[config.mk]
export PLATFORM = sky130hd
export DESIGN_NAME = converter_alarm_status_bank
export DESIGN_NICKNAME = d
export VERILOG_FILES = /design/src/core/pin_sync3.v /design/src/core/converter_alarm_status_bank.v
export VERILOG_INCLUDE_DIRS = /design/src /design/src/shared
export SDC_FILE = /design/constraint.sdc
export NUM_CORES = 1
export LEC_CHECK = 0
export ABC_AREA = 1
export BUFFER_PORTS_ARGS = -buffer_cell sky130_fd_sc_hd__buf_2
export CORE_UTILIZATION = 55
export CTS_CLUSTER_DIAMETER = 50
export CTS_CLUSTER_SIZE = 25
export DETAILED_ROUTE_END_ITERATION = 8
export PLACE_DENSITY = 0.92
export SLEW_MARGIN = 20
export SYNTH_ARGS = -nofsm -noshare
export SYNTH_HDL_FRONTEND = slang
export SYNTH_HIERARCHICAL = 1
export SYNTH_SLANG_ARGS = --single-unit
[constraint.sdc]
create_clock -name sys_clk -period 7.22 [get_ports sys_clk]
set_input_delay 1.444 -clock sys_clk [delete_from_list [all_inputs] [get_ports sys_clk]]
set_output_delay 1.444 -clock sys_clk [all_outputs]
set_load 0.01 [all_outputs]
[src/shared/converter_alarm_regs.vh]
`ifndef CONVERTER_ALARM_REGS_VH
`define CONVERTER_ALARM_REGS_VH

// register addresses on the internal register port
`define ADDR_BIT_FAILURES   7'h04
`define ADDR_ALARM_FLAGS    7'h05
`define ADDR_ALARM_MASK     7'h07

// reset values
`define RST_BIT_FAILURES    16'h0000
`define RST_ALARM_FLAGS     16'h0000
`define RST_ALARM_MASK      16'hFFFF

// alarm flag bit positions
`define BIT_ZERO_CHECK      15
`define BIT_FIFO_COLLIDE    13
`define BIT_FIFO_ONE_AWAY   12
`define BIT_FIFO_TWO_AWAY   11
`define BIT_DACCLK_GONE     10
`define BIT_DATACLK_GONE    9
`define BIT_OUTPUT_GONE     8
`define BIT_PATTERN_FAIL    7
`define BIT_PLL_UNLOCK      5
`define BIT_RISE_PARITY     4
`define BIT_FALL_PARITY     3
`define BIT_FRAME_PARITY    2

// bits that exist in the alarm flag register (14, 6, 1, 0 reserved)
`define ALARM_USED_MASK     16'hBFBC

// code forced on the converter while outputs are shut off
`define MID_SCALE_CODE      16'h8000

// data clock loss: no edge seen for this long counts as a stopped clock
`define SYS_CLK_MHZ         125
`define DATACLK_LOSS_NS     1000
`define DATACLK_LOSS_CYC    ((`DATACLK_LOSS_NS * `SYS_CLK_MHZ + 999) / 1000)

`endif

[src/core/pin_sync3.v]
`timescale 1ns/1ps

// three-stage synchroniser: the clean level moves only when stages two
// and three agree, so a single metastable sample never reaches logic
module pin_sync3 #(
  parameter RESET_LEVEL = 1'b0
) (
  input  wire sys_clk,   // system clock
  input  wire rst,       // async reset, active high
  input  wire pinIn,     // asynchronous input
  output reg  level_r,   // filtered level
  output reg  rise_r,    // one-cycle pulse on a rising change
  output reg  fall_r     // one-cycle pulse on a falling change
);

  reg stage1_r;
  reg stage2_r;
  reg stage3_r;

  always @(posedge sys_clk or posedge rst) begin
    if (rst) begin
      stage1_r <= RESET_LEVEL;
      stage2_r <= RESET_LEVEL;
      stage3_r <= RESET_LEVEL;
      level_r  <= RESET_LEVEL;
      rise_r   <= 1'b0;
      fall_r   <= 1'b0;
    end else begin
      stage1_r <= pinIn;
      stage2_r <= stage1_r;
      stage3_r <= stage2_r;
      rise_r   <= 1'b0;
      fall_r   <= 1'b0;
      if (stage2_r == stage3_r && stage3_r != level_r) begin
        level_r <= stage3_r;
        rise_r  <= stage3_r;
        fall_r  <= ~stage3_r;
      end
    end
  end

endmodule

[src/core/converter_alarm_status_bank.v]
// Functional notes
// (RULE1) bit i of failure register sets when data line i fails the compare
// (RULE2) failure register at 0x04 has no defined start value; host write clears it
// (RULE3) failure results are captured only while pattern checker enable is set
// (RULE4) all-zero 8-bit write pointer sets bit 15; pointer stays stuck till sync
// (RULE5) host resynchronises the FIFO after a zero-check alarm
// (RULE6) bits 13:11 give pointer distance: 001 two away, 01x one, 1xx collide
// (RULE7) enabled collision keeps outputs off until resync and bits cleared
// (RULE8) converter clock stop sets bit 10; enabled, host restores clock and clears
// (RULE9) data clock stop sets bit 9; enabled, host restores clock and clears
// (RULE10) bit 8 sets whenever converter clock, data clock or collision alarm is set
// (RULE11) while shutdown is active every converter output carries 0x8000
// (RULE12) after an enabled shutdown host fixes causes and clears alarm bits
// (RULE13) bit 7 sets when received data mismatches the expected pattern
// (RULE14) in pattern checker mode only bit 7 is meaningful to the host
// (RULE15) bit 5 sets on PLL unlock; old revisions use loop filter voltage
// (RULE16) bit 4 sets on rising-edge data parity error
// (RULE17) bit 3 sets on falling-edge data parity error
// (RULE18) bit 2 sets on parity error with frame used as parity bit
// (RULE19) alarm register at 0x05 starts setup dependent; host write clears it
// (RULE20) converter clock loss shuts off only if enabled and bits 10, 8 unmasked
// (RULE21) mask register bit per alarm, one masks, all masked after reset
// (RULE22) alarm bits are sticky; writing one clears that bit
// (RULE23) reserved bits 14, 6, 1, 0 read zero and ignore writes
`timescale 1ns/1ps
`include "converter_alarm_regs.vh"

module converter_alarm_status_bank #(
  parameter ADDR_W     = 7,
  parameter DATA_W     = 16,
  parameter PTR_W      = 8,
  parameter LOSS_CYC_W = 12
) (
  input  wire              sys_clk,          // system clock, 125 MHz
  input  wire              rst,              // async reset, active high
  input  wire              regWrEn,          // register write strobe
  input  wire [ADDR_W-1:0] regAddr,          // register address
  input  wire [DATA_W-1:0] regWrData,        // register write data
  output reg  [DATA_W-1:0] regRdData_r,      // read data, one cycle after address
  input  wire              patternCheckEna,  // pattern checker enable
  input  wire              dacClkGoneEna,    // converter clock loss may shut off
  input  wire              dataClkGoneEna,   // data clock loss may shut off
  input  wire              collisionGoneEna, // fifo collision may shut off
  input  wire [DATA_W-1:0] lineFail,         // per-line compare failure pulses
  input  wire              patternMismatch,  // word mismatch pulse
  input  wire [PTR_W-1:0]  fifoWrPtr,        // one-hot fifo write pointer
  input  wire [PTR_W-1:0]  fifoRdPtr,        // one-hot fifo read pointer
  input  wire              riseParityErr,    // rising edge parity error pulse
  input  wire              fallParityErr,    // falling edge parity error pulse
  input  wire              frameParityErr,   // frame parity error pulse
  input  wire              dataClkPin,       // input data clock, sampled
  input  wire              dacClkGonePin,    // clock monitor converter clock gone
  input  wire              pllLockPin,       // pll lock indication
  input  wire [DATA_W-1:0] dataInA,          // channel A data
  input  wire [DATA_W-1:0] dataInB,          // channel B data
  output reg  [DATA_W-1:0] dacOutA_r,        // channel A converter code
  output reg  [DATA_W-1:0] dacOutB_r,        // channel B converter code
  output reg               outputShutOff_r,  // outputs forced to mid scale
  output reg               wrPtrStuck_r      // write pointer invalid, resync needed
);

  // the count is worked out in 32 bits and cut to the counter width here
  localparam integer          LOSS_CYC_INT = `DATACLK_LOSS_CYC;
  localparam [LOSS_CYC_W-1:0] LOSS_CYC     = LOSS_CYC_INT[LOSS_CYC_W-1:0];
  localparam [LOSS_CYC_W-1:0] LOSS_LAST    = LOSS_CYC - 1'b1;

  // link clock and asynchronous status pins
  wire dataClkLevel;
  wire dataClkRise;
  wire dataClkFall;
  wire dacClkGoneLevel;
  wire pllLockLevel;
  wire pllLockFall;

  pin_sync3 #(.RESET_LEVEL(1'b0)) dataClkSync (
    .sys_clk (sys_clk),
    .rst     (rst),
    .pinIn   (dataClkPin),
    .level_r (dataClkLevel),
    .rise_r  (dataClkRise),
    .fall_r  (dataClkFall)
  );

  pin_sync3 #(.RESET_LEVEL(1'b0)) dacClkGoneSync (
    .sys_clk (sys_clk),
    .rst     (rst),
    .pinIn   (dacClkGonePin),
    .level_r (dacClkGoneLevel),
    .rise_r  (),
    .fall_r  ()
  );

  // lock is assumed present at reset so a slow pll start is seen as a fall
  pin_sync3 #(.RESET_LEVEL(1'b1)) pllLockSync (
    .sys_clk (sys_clk),
    .rst     (rst),
    .pinIn   (pllLockPin),
    .level_r (pllLockLevel),
    .rise_r  (),
    .fall_r  (pllLockFall)
  );

  // data clock watchdog: the counter restarts on every edge of the pin
  // the pin is sampled and needs two equal samples, so a data clock faster than a quarter of sys_clk reads as lost
  reg [LOSS_CYC_W-1:0] lossCount_r;
  reg [LOSS_CYC_W-1:0] lossCount_nxt;
  reg                  dataClkGone_r;
  reg                  dataClkGone_nxt;

  always @* begin
    lossCount_nxt   = lossCount_r;
    dataClkGone_nxt = dataClkGone_r;
    if (dataClkRise || dataClkFall) begin
      lossCount_nxt   = {LOSS_CYC_W{1'b0}};
      dataClkGone_nxt = 1'b0;
    end else if (lossCount_r >= LOSS_LAST) begin
      dataClkGone_nxt = 1'b1;
    end else begin
      lossCount_nxt = lossCount_r + 1'b1;
    end
  end

  always @(posedge sys_clk or posedge rst) begin
    if (rst) begin
      lossCount_r <= {LOSS_CYC_W{1'b0}};
    end else begin
      lossCount_r <= lossCount_nxt;
    end
  end

  always @(posedge sys_clk or posedge rst) begin
    if (rst) begin
      dataClkGone_r <= 1'b0;
    end else begin
      dataClkGone_r <= dataClkGone_nxt;
    end
  end

  // fifo pointer distance from the two one-hot rings
  function [PTR_W-1:0] rotl;
    input [PTR_W-1:0] v;
    input integer     n;
    integer           k;
    begin
      for (k = 0; k < PTR_W; k = k + 1) begin
        rotl[(k + n) % PTR_W] = v[k];
      end
    end
  endfunction

  // rotating one ring and matching the other gives the distance either way
  wire [PTR_W-1:0] wrRot1 = rotl(fifoWrPtr, 1);
  wire [PTR_W-1:0] rdRot1 = rotl(fifoRdPtr, 1);
  wire [PTR_W-1:0] wrRot2 = rotl(fifoWrPtr, 2);
  wire [PTR_W-1:0] rdRot2 = rotl(fifoRdPtr, 2);

  wire ptrCollide = |(fifoWrPtr & fifoRdPtr);
  wire ptrOneAway = |(wrRot1 & fifoRdPtr) | |(rdRot1 & fifoWrPtr);
  wire ptrTwoAway = |(wrRot2 & fifoRdPtr) | |(rdRot2 & fifoWrPtr);
  wire ptrZero    = ~|fifoWrPtr;

  // distance code, nearest first: a collision hides the nearness bits
  reg [2:0] fifoDist;

  always @* begin
    if (ptrCollide) begin
      fifoDist = 3'h4;
    end else if (ptrOneAway) begin
      fifoDist = 3'h2;
    end else if (ptrTwoAway) begin
      fifoDist = 3'h1;
    end else begin
      fifoDist = 3'h0;
    end
  end

  // raw events, one bit per alarm position except output-gone bit 8, which is derived below
  reg [DATA_W-1:0] alarmEvent;

  always @* begin
    alarmEvent                     = {DATA_W{1'b0}};
    alarmEvent[`BIT_ZERO_CHECK]    = ptrZero;                   // RULE4
    alarmEvent[`BIT_FIFO_COLLIDE]  = fifoDist[2];               // RULE6
    alarmEvent[`BIT_FIFO_ONE_AWAY] = fifoDist[1];               // RULE6
    alarmEvent[`BIT_FIFO_TWO_AWAY] = fifoDist[0];               // RULE6
    alarmEvent[`BIT_DACCLK_GONE]   = dacClkGoneLevel;           // RULE8
    alarmEvent[`BIT_DATACLK_GONE]  = dataClkGone_r;             // RULE9
    // pattern mode hides nothing here; the host ignores the other bits
    alarmEvent[`BIT_PATTERN_FAIL]  = patternMismatch;           // RULE13 RULE14
    alarmEvent[`BIT_PLL_UNLOCK]    = pllLockFall | ~pllLockLevel; // RULE15
    alarmEvent[`BIT_RISE_PARITY]   = riseParityErr;             // RULE16
    alarmEvent[`BIT_FALL_PARITY]   = fallParityErr;             // RULE17
    alarmEvent[`BIT_FRAME_PARITY]  = frameParityErr;            // RULE18
  end

  // register state
  reg [DATA_W-1:0] bitFailures_r;
  reg [DATA_W-1:0] bitFailures_nxt;
  reg [DATA_W-1:0] alarmFlags_r;
  reg [DATA_W-1:0] alarmFlags_nxt;
  reg [DATA_W-1:0] alarmMask_r;
  reg [DATA_W-1:0] alarmMask_nxt;

  wire wrFailures = regWrEn && (regAddr == `ADDR_BIT_FAILURES);
  wire wrFlags    = regWrEn && (regAddr == `ADDR_ALARM_FLAGS);
  wire wrMask     = regWrEn && (regAddr == `ADDR_ALARM_MASK);

  // the output-gone bit follows its three causes, including ones that
  // arrive in this same cycle, so it never lags the alarm that caused it
  wire causeNow = alarmEvent[`BIT_DACCLK_GONE] | alarmEvent[`BIT_DATACLK_GONE] |
                  alarmEvent[`BIT_FIFO_COLLIDE];

  always @* begin
    bitFailures_nxt = bitFailures_r;
    if (wrFailures) begin
      bitFailures_nxt = bitFailures_r & ~regWrData;              // RULE2
    end
    if (patternCheckEna) begin
      bitFailures_nxt = bitFailures_nxt | lineFail;              // RULE1 RULE3
    end
  end

  always @* begin
    alarmFlags_nxt = alarmFlags_r;
    // writing zeros leaves a flag alone, so a partial clear cannot lose events
    if (wrFlags) begin
      alarmFlags_nxt = alarmFlags_r & ~regWrData;                // RULE19 RULE22
    end
    // a new event wins over a clear in the same cycle
    alarmFlags_nxt = alarmFlags_nxt | alarmEvent;                // RULE22
    if (causeNow || alarmFlags_nxt[`BIT_DACCLK_GONE] ||
        alarmFlags_nxt[`BIT_DATACLK_GONE] || alarmFlags_nxt[`BIT_FIFO_COLLIDE]) begin
      alarmFlags_nxt[`BIT_OUTPUT_GONE] = 1'b1;                   // RULE10
    end
    alarmFlags_nxt = alarmFlags_nxt & `ALARM_USED_MASK;          // RULE23
  end

  // the mask only gates shutdown, never the flags themselves
  always @* begin
    alarmMask_nxt = alarmMask_r;
    if (wrMask) begin
      alarmMask_nxt = regWrData;                                 // RULE21
    end
  end

  // failure bits have no meaningful start value; zero keeps reads defined
  always @(posedge sys_clk or posedge rst) begin
    if (rst) begin
      bitFailures_r <= `RST_BIT_FAILURES;
    end else begin
      bitFailures_r <= bitFailures_nxt;
    end
  end

  always @(posedge sys_clk or posedge rst) begin
    if (rst) begin
      alarmFlags_r <= `RST_ALARM_FLAGS;
    end else begin
      alarmFlags_r <= alarmFlags_nxt;
    end
  end

  always @(posedge sys_clk or posedge rst) begin
    if (rst) begin
      alarmMask_r <= `RST_ALARM_MASK;                            // RULE21
    end else begin
      alarmMask_r <= alarmMask_nxt;
    end
  end

  // shutdown: a cause counts only when its enable is set and both it and
  // the output-gone alarm are unmasked
  wire dacClkCause  = alarmFlags_r[`BIT_DACCLK_GONE] & dacClkGoneEna &
                      ~alarmMask_r[`BIT_DACCLK_GONE];            // RULE20 RULE8
  wire dataClkCause = alarmFlags_r[`BIT_DATACLK_GONE] & dataClkGoneEna &
                      ~alarmMask_r[`BIT_DATACLK_GONE];           // RULE9
  wire collideCause = alarmFlags_r[`BIT_FIFO_COLLIDE] & collisionGoneEna &
                      ~alarmMask_r[`BIT_FIFO_COLLIDE];           // RULE7
  wire shutOffNxt   = alarmFlags_r[`BIT_OUTPUT_GONE] & ~alarmMask_r[`BIT_OUTPUT_GONE] &
                      (dacClkCause | dataClkCause | collideCause); // RULE20

  always @(posedge sys_clk or posedge rst) begin
    if (rst) begin
      outputShutOff_r <= 1'b0;
    end else begin
      outputShutOff_r <= shutOffNxt;                             // RULE20
    end
  end

  // held until software clears the flags, which drops shutOffNxt
  always @(posedge sys_clk or posedge rst) begin
    if (rst) begin
      dacOutA_r <= `MID_SCALE_CODE;
    end else if (shutOffNxt) begin
      dacOutA_r <= `MID_SCALE_CODE;                              // RULE11
    end else begin
      dacOutA_r <= dataInA;
    end
  end

  always @(posedge sys_clk or posedge rst) begin
    if (rst) begin
      dacOutB_r <= `MID_SCALE_CODE;
    end else if (shutOffNxt) begin
      dacOutB_r <= `MID_SCALE_CODE;                              // RULE11
    end else begin
      dacOutB_r <= dataInB;
    end
  end

  // stuck pointer persists until the fifo logic reloads a valid one
  always @(posedge sys_clk or posedge rst) begin
    if (rst) begin
      wrPtrStuck_r <= 1'b0;
    end else begin
      wrPtrStuck_r <= ptrZero;                                   // RULE4
    end
  end

  // read port: reserved alarm flag bits are never stored, so they read as zero
  reg [DATA_W-1:0] readMux;

  always @* begin
    // reads have no side effect; only writes clear flags
    case (regAddr)
      `ADDR_BIT_FAILURES: begin
        readMux = bitFailures_r;
      end
      `ADDR_ALARM_FLAGS: begin
        readMux = alarmFlags_r;                                  // RULE23
      end
      `ADDR_ALARM_MASK: begin
        readMux = alarmMask_r;
      end
      // unmapped addresses read as zero
      default: begin
        readMux = {DATA_W{1'b0}};
      end
    endcase
  end

  always @(posedge sys_clk or posedge rst) begin
    if (rst) begin
      regRdData_r <= {DATA_W{1'b0}};
    end else begin
      regRdData_r <= readMux;
    end
  end

endmodule

==> results of run 1 <==
state kept, by name (all words and copies together) (netlist names), 12 cells and up:
| signal | count |
|---|---|
| alarmFlags_r | 12 |
| alarmMask_r | 16 |
| bitFailures_r | 16 |
| dacOutA_r | 16 |
| dacOutB_r | 16 |
| lossCount_r | 12 |
| regRdData_r | 16 |
layout make-up:
type | count | area, sq um
tap | 108 | 135
multi-input combinational | 316 | 1560
timing repair buffer | 151 | 758
inverter | 88 | 333
clock buffer | 18 | 428
fill | 559 | 2320
clock inverter | 14 | 186
sequential | 122 | 3080
where the power goes:
part / total (mW) / internal [mW] / switching [mW] / leakage (nW)
Clock: 0.868 / 0.543 / 0.325 / 0.295
Combinational: 0.167 / 0.0623 / 0.104 / 1.77
Sequential: 0.756 / 0.730 / 0.0260 / 1.45
worst max-delay path by stage:
stage	slack [ps]	to	depth (start not counted)	startpoint
6_report	4180	bitFailures_r[1]	8	regAddr[4]
5_1_grt	4090	bitFailures_r[1]	8	regAddr[4]
4_1_cts	4240	bitFailures_r[15]	8	regAddr[4]
3_5_place_dp	3790	bitFailures_r[15]	8	regAddr[4]
3_3_place_gp	3870	bitFailures_r[3]	8	regAddr[4]
2_1_floorplan	2990	alarmFlags_r[10]	1	rst
cells in the final DEF, fill, tap and decap left out, types with 10 or more instances in the layout:
| master | n |
|---|---|
| sky130_fd_sc_hd__dfrtp_1 | 100 |
| sky130_fd_sc_hd__dfstp_2 | 22 |
| sky130_fd_sc_hd__buf_2 | 150 |
| sky130_fd_sc_hd__nand3_1 | 23 |
| sky130_fd_sc_hd__nor2_1 | 63 |
| sky130_fd_sc_hd__o21ai_2 | 16 |
| sky130_fd_sc_hd__o21ai_1 | 10 |
| sky130_fd_sc_hd__nand2_1 | 127 |
| sky130_fd_sc_hd__inv_1 | 86 |
| sky130_fd_sc_hd__o21ai_0 | 16 |
| sky130_fd_sc_hd__clkbuf_16 | 16 |
metal layers:
layer	GRT usage, %	up-vias	routed length (microns)
met3	8.95	67	906
met5	0	-	0
li1	-	1994	-
met2	48.6	228	6660
met4	15.7	0	668
met1	34.0	2047	4980
per-stage QoR:
step,setup slack (ps),total power [mW],cells
finish,4180,1.79,817
global route,4090,1.85,817
CTS,4240,1.80,817
detailed placement,3790,0.923,785
global placement,3870,0.909,785
floorplan,2990,0.851,541
==> impl_results.md, run 1 <==
- Input/output buffers: 150
- # Post-CTS Setup Buffers: 0
- VDD IR-drop max: 0.165 mV
- Post-route clock skew: 6.83 ps
- DRC violation count after routing: 5
- Final Hold Vio Count: 0
- Arrival time of data at the critical path endpoint: 3440 ps
- Count of endpoints failing setup in the final report: 0
- Io pins: 151
- Final instance area: 6480 sq um
- Pins over their slew limit: 0
- Via count of the first global-routing pass: 4349
- Floorplan row count: 34
- R2R cell count: 6
- Post-cts gate resize count: 0
- Shortest period the worst path allows: 3040 ps
- Post-route ant nets: 0
- Total Negative Setup Slacks: 0 ps
- Clock buffer count from CTS: 17
- Category of the critical setup timing path: primary input to register
- Clock Tree Root: sky130_fd_sc_hd__clkbuf_8
- Area of the die: 9610 sq um
- Post-DP HPWL: 8.14 mm
- Synthesized Nets: 644
- Height of the die: 98.0 microns
- Max FO, Critical Path: 17
- Starting density of the core: 57.6%
- Class of the worst hold path: register to register
- Mean instance size in the synthesized netlist: 9.38 sq um
- Worst reg-to-reg setup slack: 5420 ps
- Startpoint of the lowest-slack register-to-register path: alarmMask_r[13]
- Total Routing Usage GR: 29.2%
- Worst slew slack as a fraction of its limit: 36.0%
- Final #Nets: 799
- First drt pass iteration count: 7
- Most used cell, CP: sky130_fd_sc_hd__nand2_1
- Clock transition at the registers of the reported paths: 60 ps
- H-tree Lvls: 4
- Max-cap violation count: 0
- Endpoint class of the critical path: register
- Post-DP Area: 5870 sq um
- Share of cells above drive strength 1: 33.9%
- Outcome: finished, violations left
- RSZ-0062 raised after global routing: no
- Category of cells accounting for the largest share of critical-path delay: simple AND/OR/NAND/NOR gates
- Wire length of the first global-routing pass: 21.3 mm
- Synthesis warning total: 6
- Post-Synthesis Cell Area: 5070 sq um
- Actual slew at the worst max-slew pin: 959 ps
- Width of the die: 98.0 microns
- Share of the cycle needed by the critical path after routing: 42.1%
- Failing checks: design-rule violations
- Critical path buffers and inverters: 2
- Worst setup SP type: primary input
- Number of instances in the synthesized netlist: 541
- Terminating pin of the worst hold path: dacClkGoneSync/stage2_r
- Total length of routed wires: 13.2 mm
- LEAKAGE: 3.52 nW
- Critical-path top delay cell: sky130_fd_sc_hd__and2_1
- Critical register-to-register path endpoint: dacOutA_r[13]
- Detailed router's first-iteration violation count: 378
- Final worst hold slack: 349 ps
- Number of vias in the routed layout: 4336
- Number of antenna violations at the first check in global routing: 0
- Maximum number of buffers from clock root to sink: 2
- Layout overhead on the synthesized area: 27.7%
- Delay of the slowest critical-path stage: 700 ps
- Routability cong.: 0.930
- Sinks on Clock Net: 122
- Routed length per placed instance: 16.2 microns
- Pwr dens: 276 nW/um^2
- Hold buffer count at CTS: 0
- Final core utilization: 73.6%
- Routed via count divided by cell count: 5.31
- CTS tree: yes
- Fmax: 329 MHz
- Count of antenna diodes in the layout: 0
- Core outline area: 8810 sq um
- Maximum number of pins on one net before global-route repair: 75
- Hold path cells: 0
- Hold path startpoint: dacClkGoneSync/stage1_r
- Overflow after GRT: 0
- Crit path cell chain: buf_2 -> inv_1 -> nand2_1 -> nor2_2 -> and2_1 -> nand2_4 -> o21ai_0 -> nand2_1
- Worst path required time: 7620 ps
- Clock Latency Late Sink: 520 ps
No activity file was read; power rests on OpenSTA's default activity.
==> run 2: changes to the inputs <==
--- a/config.mk
+++ b/config.mk
@@ -8,11 +8,11 @@
 export LEC_CHECK = 0
 export ABC_AREA = 1
 export BUFFER_PORTS_ARGS = -buffer_cell sky130_fd_sc_hd__buf_2
-export CORE_UTILIZATION = 55
+export CORE_UTILIZATION = 47
 export CTS_CLUSTER_DIAMETER = 50
 export CTS_CLUSTER_SIZE = 25
 export DETAILED_ROUTE_END_ITERATION = 8
-export PLACE_DENSITY = 0.92
+export PLACE_DENSITY = 0.84
 export SLEW_MARGIN = 20
 export SYNTH_ARGS = -nofsm -noshare
 export SYNTH_HDL_FRONTEND = slang
==> constraint.sdc (replaced) <==
create_clock -name sys_clk -period 2.5 [get_ports sys_clk]
set_input_delay 0.5 -clock sys_clk [delete_from_list [all_inputs] [get_ports sys_clk]]
set_output_delay 0.5 -clock sys_clk [all_outputs]
set_load 0.01 [all_outputs]
==> impl_results.md, run 2 (same netlist as run 1, synthesis figures left out) <==
- Outcome: completed
- Final #Nets: 805
- Starting density of the core: 48.7%
- Post-route ant nets: 0
- Hold buffer count at CTS: 1
- Post-DP HPWL: 8.19 mm
- DRC violation count after routing: 0
- CTS tree: yes
- Hold path cells: 1
- Number of vias in the routed layout: 4111
- Most frequent cells in the layout: 150 x sky130_fd_sc_hd__buf_2, 127 x sky130_fd_sc_hd__nand2_1, 100 x sky130_fd_sc_hd__dfrtp_1
- Count of endpoints failing setup in the final report: 0
- Height of the die: 106 microns
- Crit path cell chain: buf_2
- Critical path buffers and inverters: 1
- Post-cts gate resize count: 0
- Layout overhead on the synthesized area: 28.6%
- Proportion of power drawn by flip-flops and latches: 44.5%
- Total Negative Setup Slacks: 0 ps
- Max FO, Critical Path: 1
- Clock transition at the registers of the reported paths: 50 ps
- Smallest setup slack after layout: 850 ps
- Category of the critical setup timing path: register to output pin
- Actual slew at the worst max-slew pin: 696 ps
- Input/output buffers: 150
- Most frequent standard cell in the layout excluding fill and tap cells: sky130_fd_sc_hd__buf_2
- Terminating pin of the worst hold path: pllLockSync/stage1_r
- Worst path required time: 2000 ps
- Via count of the first global-routing pass: 4073
- Total area of multi-input combinational cells: 1560 sq um
- LEAKAGE: 3.53 nW
- Net switching fraction of the power: 23.6%
- Reg area: 3080 sq um
- R2R cell count: 7
- Share of the cycle needed by the critical path after routing: 66.0%
- Total length of routed wires: 11.3 mm
- Endpoint class of the critical path: output pin
- Total Routing Usage GR: 21.7%
- Power dissipated by switching net loads: 1.16 mW
- Post-Place Worst Slack: 481 ps
- Worst setup SP type: register
- RSZ-0062 raised after global routing: no
- Filler instances: 830
- Clock buffer count from CTS: 17
- Category of cells accounting for the largest share of critical-path delay: flip-flops
- Clock network power share: 46.1%
- Hold path startpoint: pllLockPin
- Maximum number of buffers from clock root to sink: 2
- Final Hold Vio Count: 0
- Post-route clock skew: 5.82 ps
- Startpoint of the lowest-slack register-to-register path: alarmMask_r[10]
- Width of the die: 106 microns
- Floorplan row count: 37
- Fmax: 606 MHz
- Clock Latency Late Sink: 520 ps
- Critical-path top delay cell: sky130_fd_sc_hd__dfstp_2
- Delay of the slowest critical-path stage: 520 ps
- Routability cong.: 0.880
- Final worst hold slack: 80.2 ps
- Wire length of the first global-routing pass: 18.8 mm
- Final instance area: 6520 sq um
- Pwr dens: 751 nW/um^2
- Share of cells above drive strength 1: 33.8%
- Maximum number of pins on one net before global-route repair: 50
- Routed via count divided by cell count: 4.83
- Worst reg-to-reg setup slack: 890 ps
- Area of the die: 11200 sq um
- Final core utilization: 62.6%
- Max-cap violation count: 0
- H-tree Lvls: 4
- Sinks on Clock Net: 122
- Overflow after GRT: 0
- Routed length per placed instance: 13.3 microns
- Number of antenna violations at the first check in global routing: 0
- Post-DP Area: 5950 sq um
- Internal Pwr Total: 3.74 mW
- First drt pass iteration count: 7
- Critical register-to-register path endpoint: dacOutA_r[14]
- Worst slew slack as a fraction of its limit: 53.5%
- Gate power share: 9.4%
- Count of antenna diodes in the layout: 0
- Shortest period the worst path allows: 1650 ps
- Arrival time of data at the critical path endpoint: 1150 ps
- # Post-CTS Setup Buffers: 0
- Detailed router's first-iteration violation count: 258
- Pins over their slew limit: 0
- VDD IR-drop max: 0.453 mV
- Clock Tree Root: sky130_fd_sc_hd__clkbuf_8
- Class of the worst hold path: primary input to register
- Core outline area: 10400 sq um
- Io pins: 151
==> run 2: cell types whose count changed in the layout (fill, tap and decap cells not counted), sizes merged <==
cell,delta
clkbuf,+7
buf,+5
clkinv,+1
dlygate4sd3,+1
inv,-6
bufinv,-2
==> run 2: worst max path at each step <==
stage | startpoint | endpoint | slack [ps] | cells after the start
after global placement | regAddr[4] | bitFailures_r[0] | 560 | 8
after detailed placement | regAddr[5] | bitFailures_r[2] | 480 | 8
after floorplan | rst | alarmFlags_r[10] | 730 | 1
after CTS | dacOutA_r[15] | dacOutA_r[15] | 830 | 1
after global routing | alarmMask_r[9] | dacOutA_r[14] | 770 | 7
final | dacOutA_r[15] | dacOutA_r[15] | 850 | 1
==> run 2: routing by layer <==
metal	global-route usage (%)	wire length (microns)	vias to the layer above
met5	0	0	-
met4	9.42	200	0
met3	4.97	673	17
met2	37.3	6000	136
met1	26.2	4480	1960
li1	-	-	1998
==> run 2: cell type report <==
type,count,area share [%]
clock buffer,25,7.58
clock inverter,7,1.02
inverter,88,5.12
multi-input combinational,316,23.9
sequential,122,47.2
tap,136,2.61
timing repair buffer,157,12.5
==> run 2: power by group through the flow <==
stage | Sequential (mW) | Clock, mW | Combinational [mW]
3_5_place_dp | 2.21 | 0 | 0.461
2_1_floorplan | 2.22 | 0 | 0.243
5_1_grt | 2.19 | 2.38 | 0.515
4_1_cts | 2.18 | 2.29 | 0.466
6_report | 2.18 | 2.26 | 0.460
3_3_place_gp | 2.20 | 0 | 0.437
==> run 2: per-stage QoR <==
stage	cells	total power [mW]
3_5_place_dp	818	2.67
5_1_grt	851	5.08
6_report	851	4.90
3_3_place_gp	818	2.64
2_1_floorplan	541	2.46
4_1_cts	851	4.93
==> run 3: changes to the inputs <==
--- a/config.mk
+++ b/config.mk
@@ -6,13 +6,13 @@
 export SDC_FILE = /design/constraint.sdc
 export NUM_CORES = 1
 export LEC_CHECK = 0
-export ABC_AREA = 1
+export ABC_AREA = 0
 export BUFFER_PORTS_ARGS = -buffer_cell sky130_fd_sc_hd__buf_2
-export CORE_UTILIZATION = 47
+export CORE_UTILIZATION = 51
 export CTS_CLUSTER_DIAMETER = 50
 export CTS_CLUSTER_SIZE = 25
 export DETAILED_ROUTE_END_ITERATION = 8
-export PLACE_DENSITY = 0.84
+export PLACE_DENSITY = 0.87
 export SLEW_MARGIN = 20
 export SYNTH_ARGS = -nofsm -noshare
 export SYNTH_HDL_FRONTEND = slang
==> constraint.sdc (replaced) <==
create_clock -name sys_clk -period 1.6 [get_ports sys_clk]
set_input_delay 0.32 -clock sys_clk [delete_from_list [all_inputs] [get_ports sys_clk]]
set_output_delay 0.32 -clock sys_clk [all_outputs]
set_load 0.01 [all_outputs]
==> impl_results.md, run 3 <==
- Width of the die: 100 microns
- Clock network power share: 48.7%
- Proportion of power drawn by flip-flops and latches: 41.2%
- Synthesis warning total: 6
- Pins over their slew limit: 0
- Clock transition at the registers of the reported paths: 60 ps
- Crit path cell chain: nor4_2 -> buf_4 -> nand4_1 -> or4_4 -> a21oi_2
- Sinks on Clock Net: 122
- LEAKAGE: 3.36 nW
- Total Negative Setup Slacks: -15.7 ps
- Post-Synthesis Cell Area: 4900 sq um
- Maximum number of pins on one net before global-route repair: 107
- Net switching fraction of the power: 22.2%
- First drt pass iteration count: 4
- Share of cells above drive strength 1: 46.2%
- Share of the cycle needed by the critical path after routing: 101%
- Io pins: 151
- Worst slew slack as a fraction of its limit: 63.2%
- VDD IR-drop max: 0.936 mV
- H-tree Lvls: 4
- Fmax: 619 MHz
- Final Hold Vio Count: 0
- Wire length of the first global-routing pass: 19.9 mm
- Actual slew at the worst max-slew pin: 552 ps
- Number of vias in the routed layout: 3904
- Clock Latency Late Sink: 500 ps
- Routed length per placed instance: 17.1 microns
- Total Routing Usage GR: 26.4%
- Number of instances in the synthesized netlist: 392
- Via count of the first global-routing pass: 4078
- DRC violation count after routing: 0
- Arrival time of data at the critical path endpoint: 2040 ps
- Post-Place Worst Slack: -205 ps
- Outcome: finished, violations left
- Class of the worst hold path: primary input to register
- CTS tree: yes
- Post-route ant nets: 0
- Critical-path top delay cell: sky130_fd_sc_hd__or4_4
- Shortest period the worst path allows: 1620 ps
- Starting density of the core: 52.8%
- Routed via count divided by cell count: 5.31
- Floorplan row count: 35
- Most frequent cells in the layout: 150 x sky130_fd_sc_hd__buf_2, 100 x sky130_fd_sc_hd__dfrtp_1, 39 x sky130_fd_sc_hd__nor2_1
- Count of endpoints failing setup in the final report: 1
- Maximum number of buffers from clock root to sink: 2
- Clock Tree Root: sky130_fd_sc_hd__clkbuf_8
- Final #Nets: 696
- Internal Pwr Total: 6.43 mW
- Mean instance size in the synthesized netlist: 12.5 sq um
- Count of antenna diodes in the layout: 0
- Delay of the slowest critical-path stage: 440 ps
- Overflow after GRT: 0
- Endpoint class of the critical path: register
- Routability cong.: 0.820
- Category of the critical setup timing path: register to register
- Synthesized Nets: 495
- Failing checks: negative setup slack
- Max-cap violation count: 0
- Total length of routed wires: 12.6 mm
- Filler instances: 604
- Area of the die: 10000 sq um
- Detailed router's first-iteration violation count: 215
- Smallest setup slack after layout: -15.7 ps
- Post-DP HPWL: 8.37 mm
- Post-route clock skew: 8.37 ps
- Layout overhead on the synthesized area: 39.4%
- Cell Count Post-Placement: 689
- Layout Cells excl Fill: 735
- Core outline area: 9280 sq um
- Input/output buffers: 150
- Number of antenna violations at the first check in global routing: 0
- Height of the die: 100 microns
- Pwr dens: 1210 nW/um^2
- Most frequent standard cell in the layout excluding fill and tap cells: sky130_fd_sc_hd__buf_2
- Power dissipated by switching net loads: 1.83 mW
- RSZ-0062 raised after global routing: yes
- Final worst hold slack: 36.5 ps
- Gate power share: 10.0%
- Worst path required time: 2020 ps
- Max FO, Critical Path: 3
- Worst setup SP type: register
- Clock buffer count from CTS: 17
-- run 3: final cells by class --
cell class / instances / area [sq um] / share of cell area [%]
Timing Repair Buffer: 199 / 1190 / 17.4
Clock inverter: 7 / 138 / 2.02
Clock buffer: 25 / 494 / 7.24
Tap cell: 129 / 161 / 2.36
Sequential cell: 122 / 3080 / 45.1
Inverter: 9 / 37.5 / 0.550
Multi-Input combinational cell: 244 / 1730 / 25.3
-- run 3: repair_timing --
action | 4_1_cts | 5_1_grt
resized for setup | 6 | 2
buffers inserted | 1 | 4
hold endpoints to repair | 24 | 0
hold buffers | 9 | 0
pin swaps | 3 | 1
setup endpoints to repair | 5 | 3
-- run 3: worst paths after layout --
path / start / to / slack (ps) / cells after the start
max: lossCount_r[8] / lossCount_r[5] / -20 / 5
min: dataInA[14] / dacOutA_r[14] / 40 / 2
min in group asynchronous: rst / regRdData_r[5] / 260 / 3
max in group asynchronous: rst / alarmMask_r[7] / 610 / 4
max reg2reg: lossCount_r[8] / lossCount_r[5] / -20 / 5
min reg2reg: dataClkSync/stage1_r / dataClkSync/stage2_r / 350 / 0
-- run 3: metal layers --
metal | GRT usage (%) | up-vias | wire [microns]
li1 | - | 1770 | -
met1 | 32.1 | 1944 | 4970
met2 | 45.3 | 158 | 6540
met3 | 5.36 | 32 | 753
met4 | 12.6 | 0 | 342
met5 | 0 | - | 0
-- run 3: power by group through the flow --
stage / registers, mW / logic [mW] / clock network [mW]
2_1_floorplan: 3.46 / 0.382 / 0
3_3_place_gp: 3.44 / 0.750 / 0
3_5_place_dp: 3.45 / 0.785 / 0
4_1_cts: 3.40 / 0.812 / 4.07
5_1_grt: 3.43 / 0.912 / 4.19
6_report: 3.41 / 0.829 / 4.03
-- run 3: metrics by stage --
step,utilization (%),total power [mW],cell area [sq um]
2_1_floorplan,-,3.84,4920
3_3_place_gp,65.0,4.19,6040
3_5_place_dp,65.0,4.23,6040
4_1_cts,73.2,8.28,6790
5_1_grt,73.6,8.53,6830
6_report,73.6,8.26,6830
-- run 3: worst max-delay path, delay by kind of cell, from the launching register on --
| family | cells | cell delay (ps) |
|---|---|---|
| and+or+nand+nor | 3 | 850 |
| DFF | 1 | 410 |
| buffers and inverters | 1 | 160 |
| AOI/OAI and AO/OA | 1 | 130 |
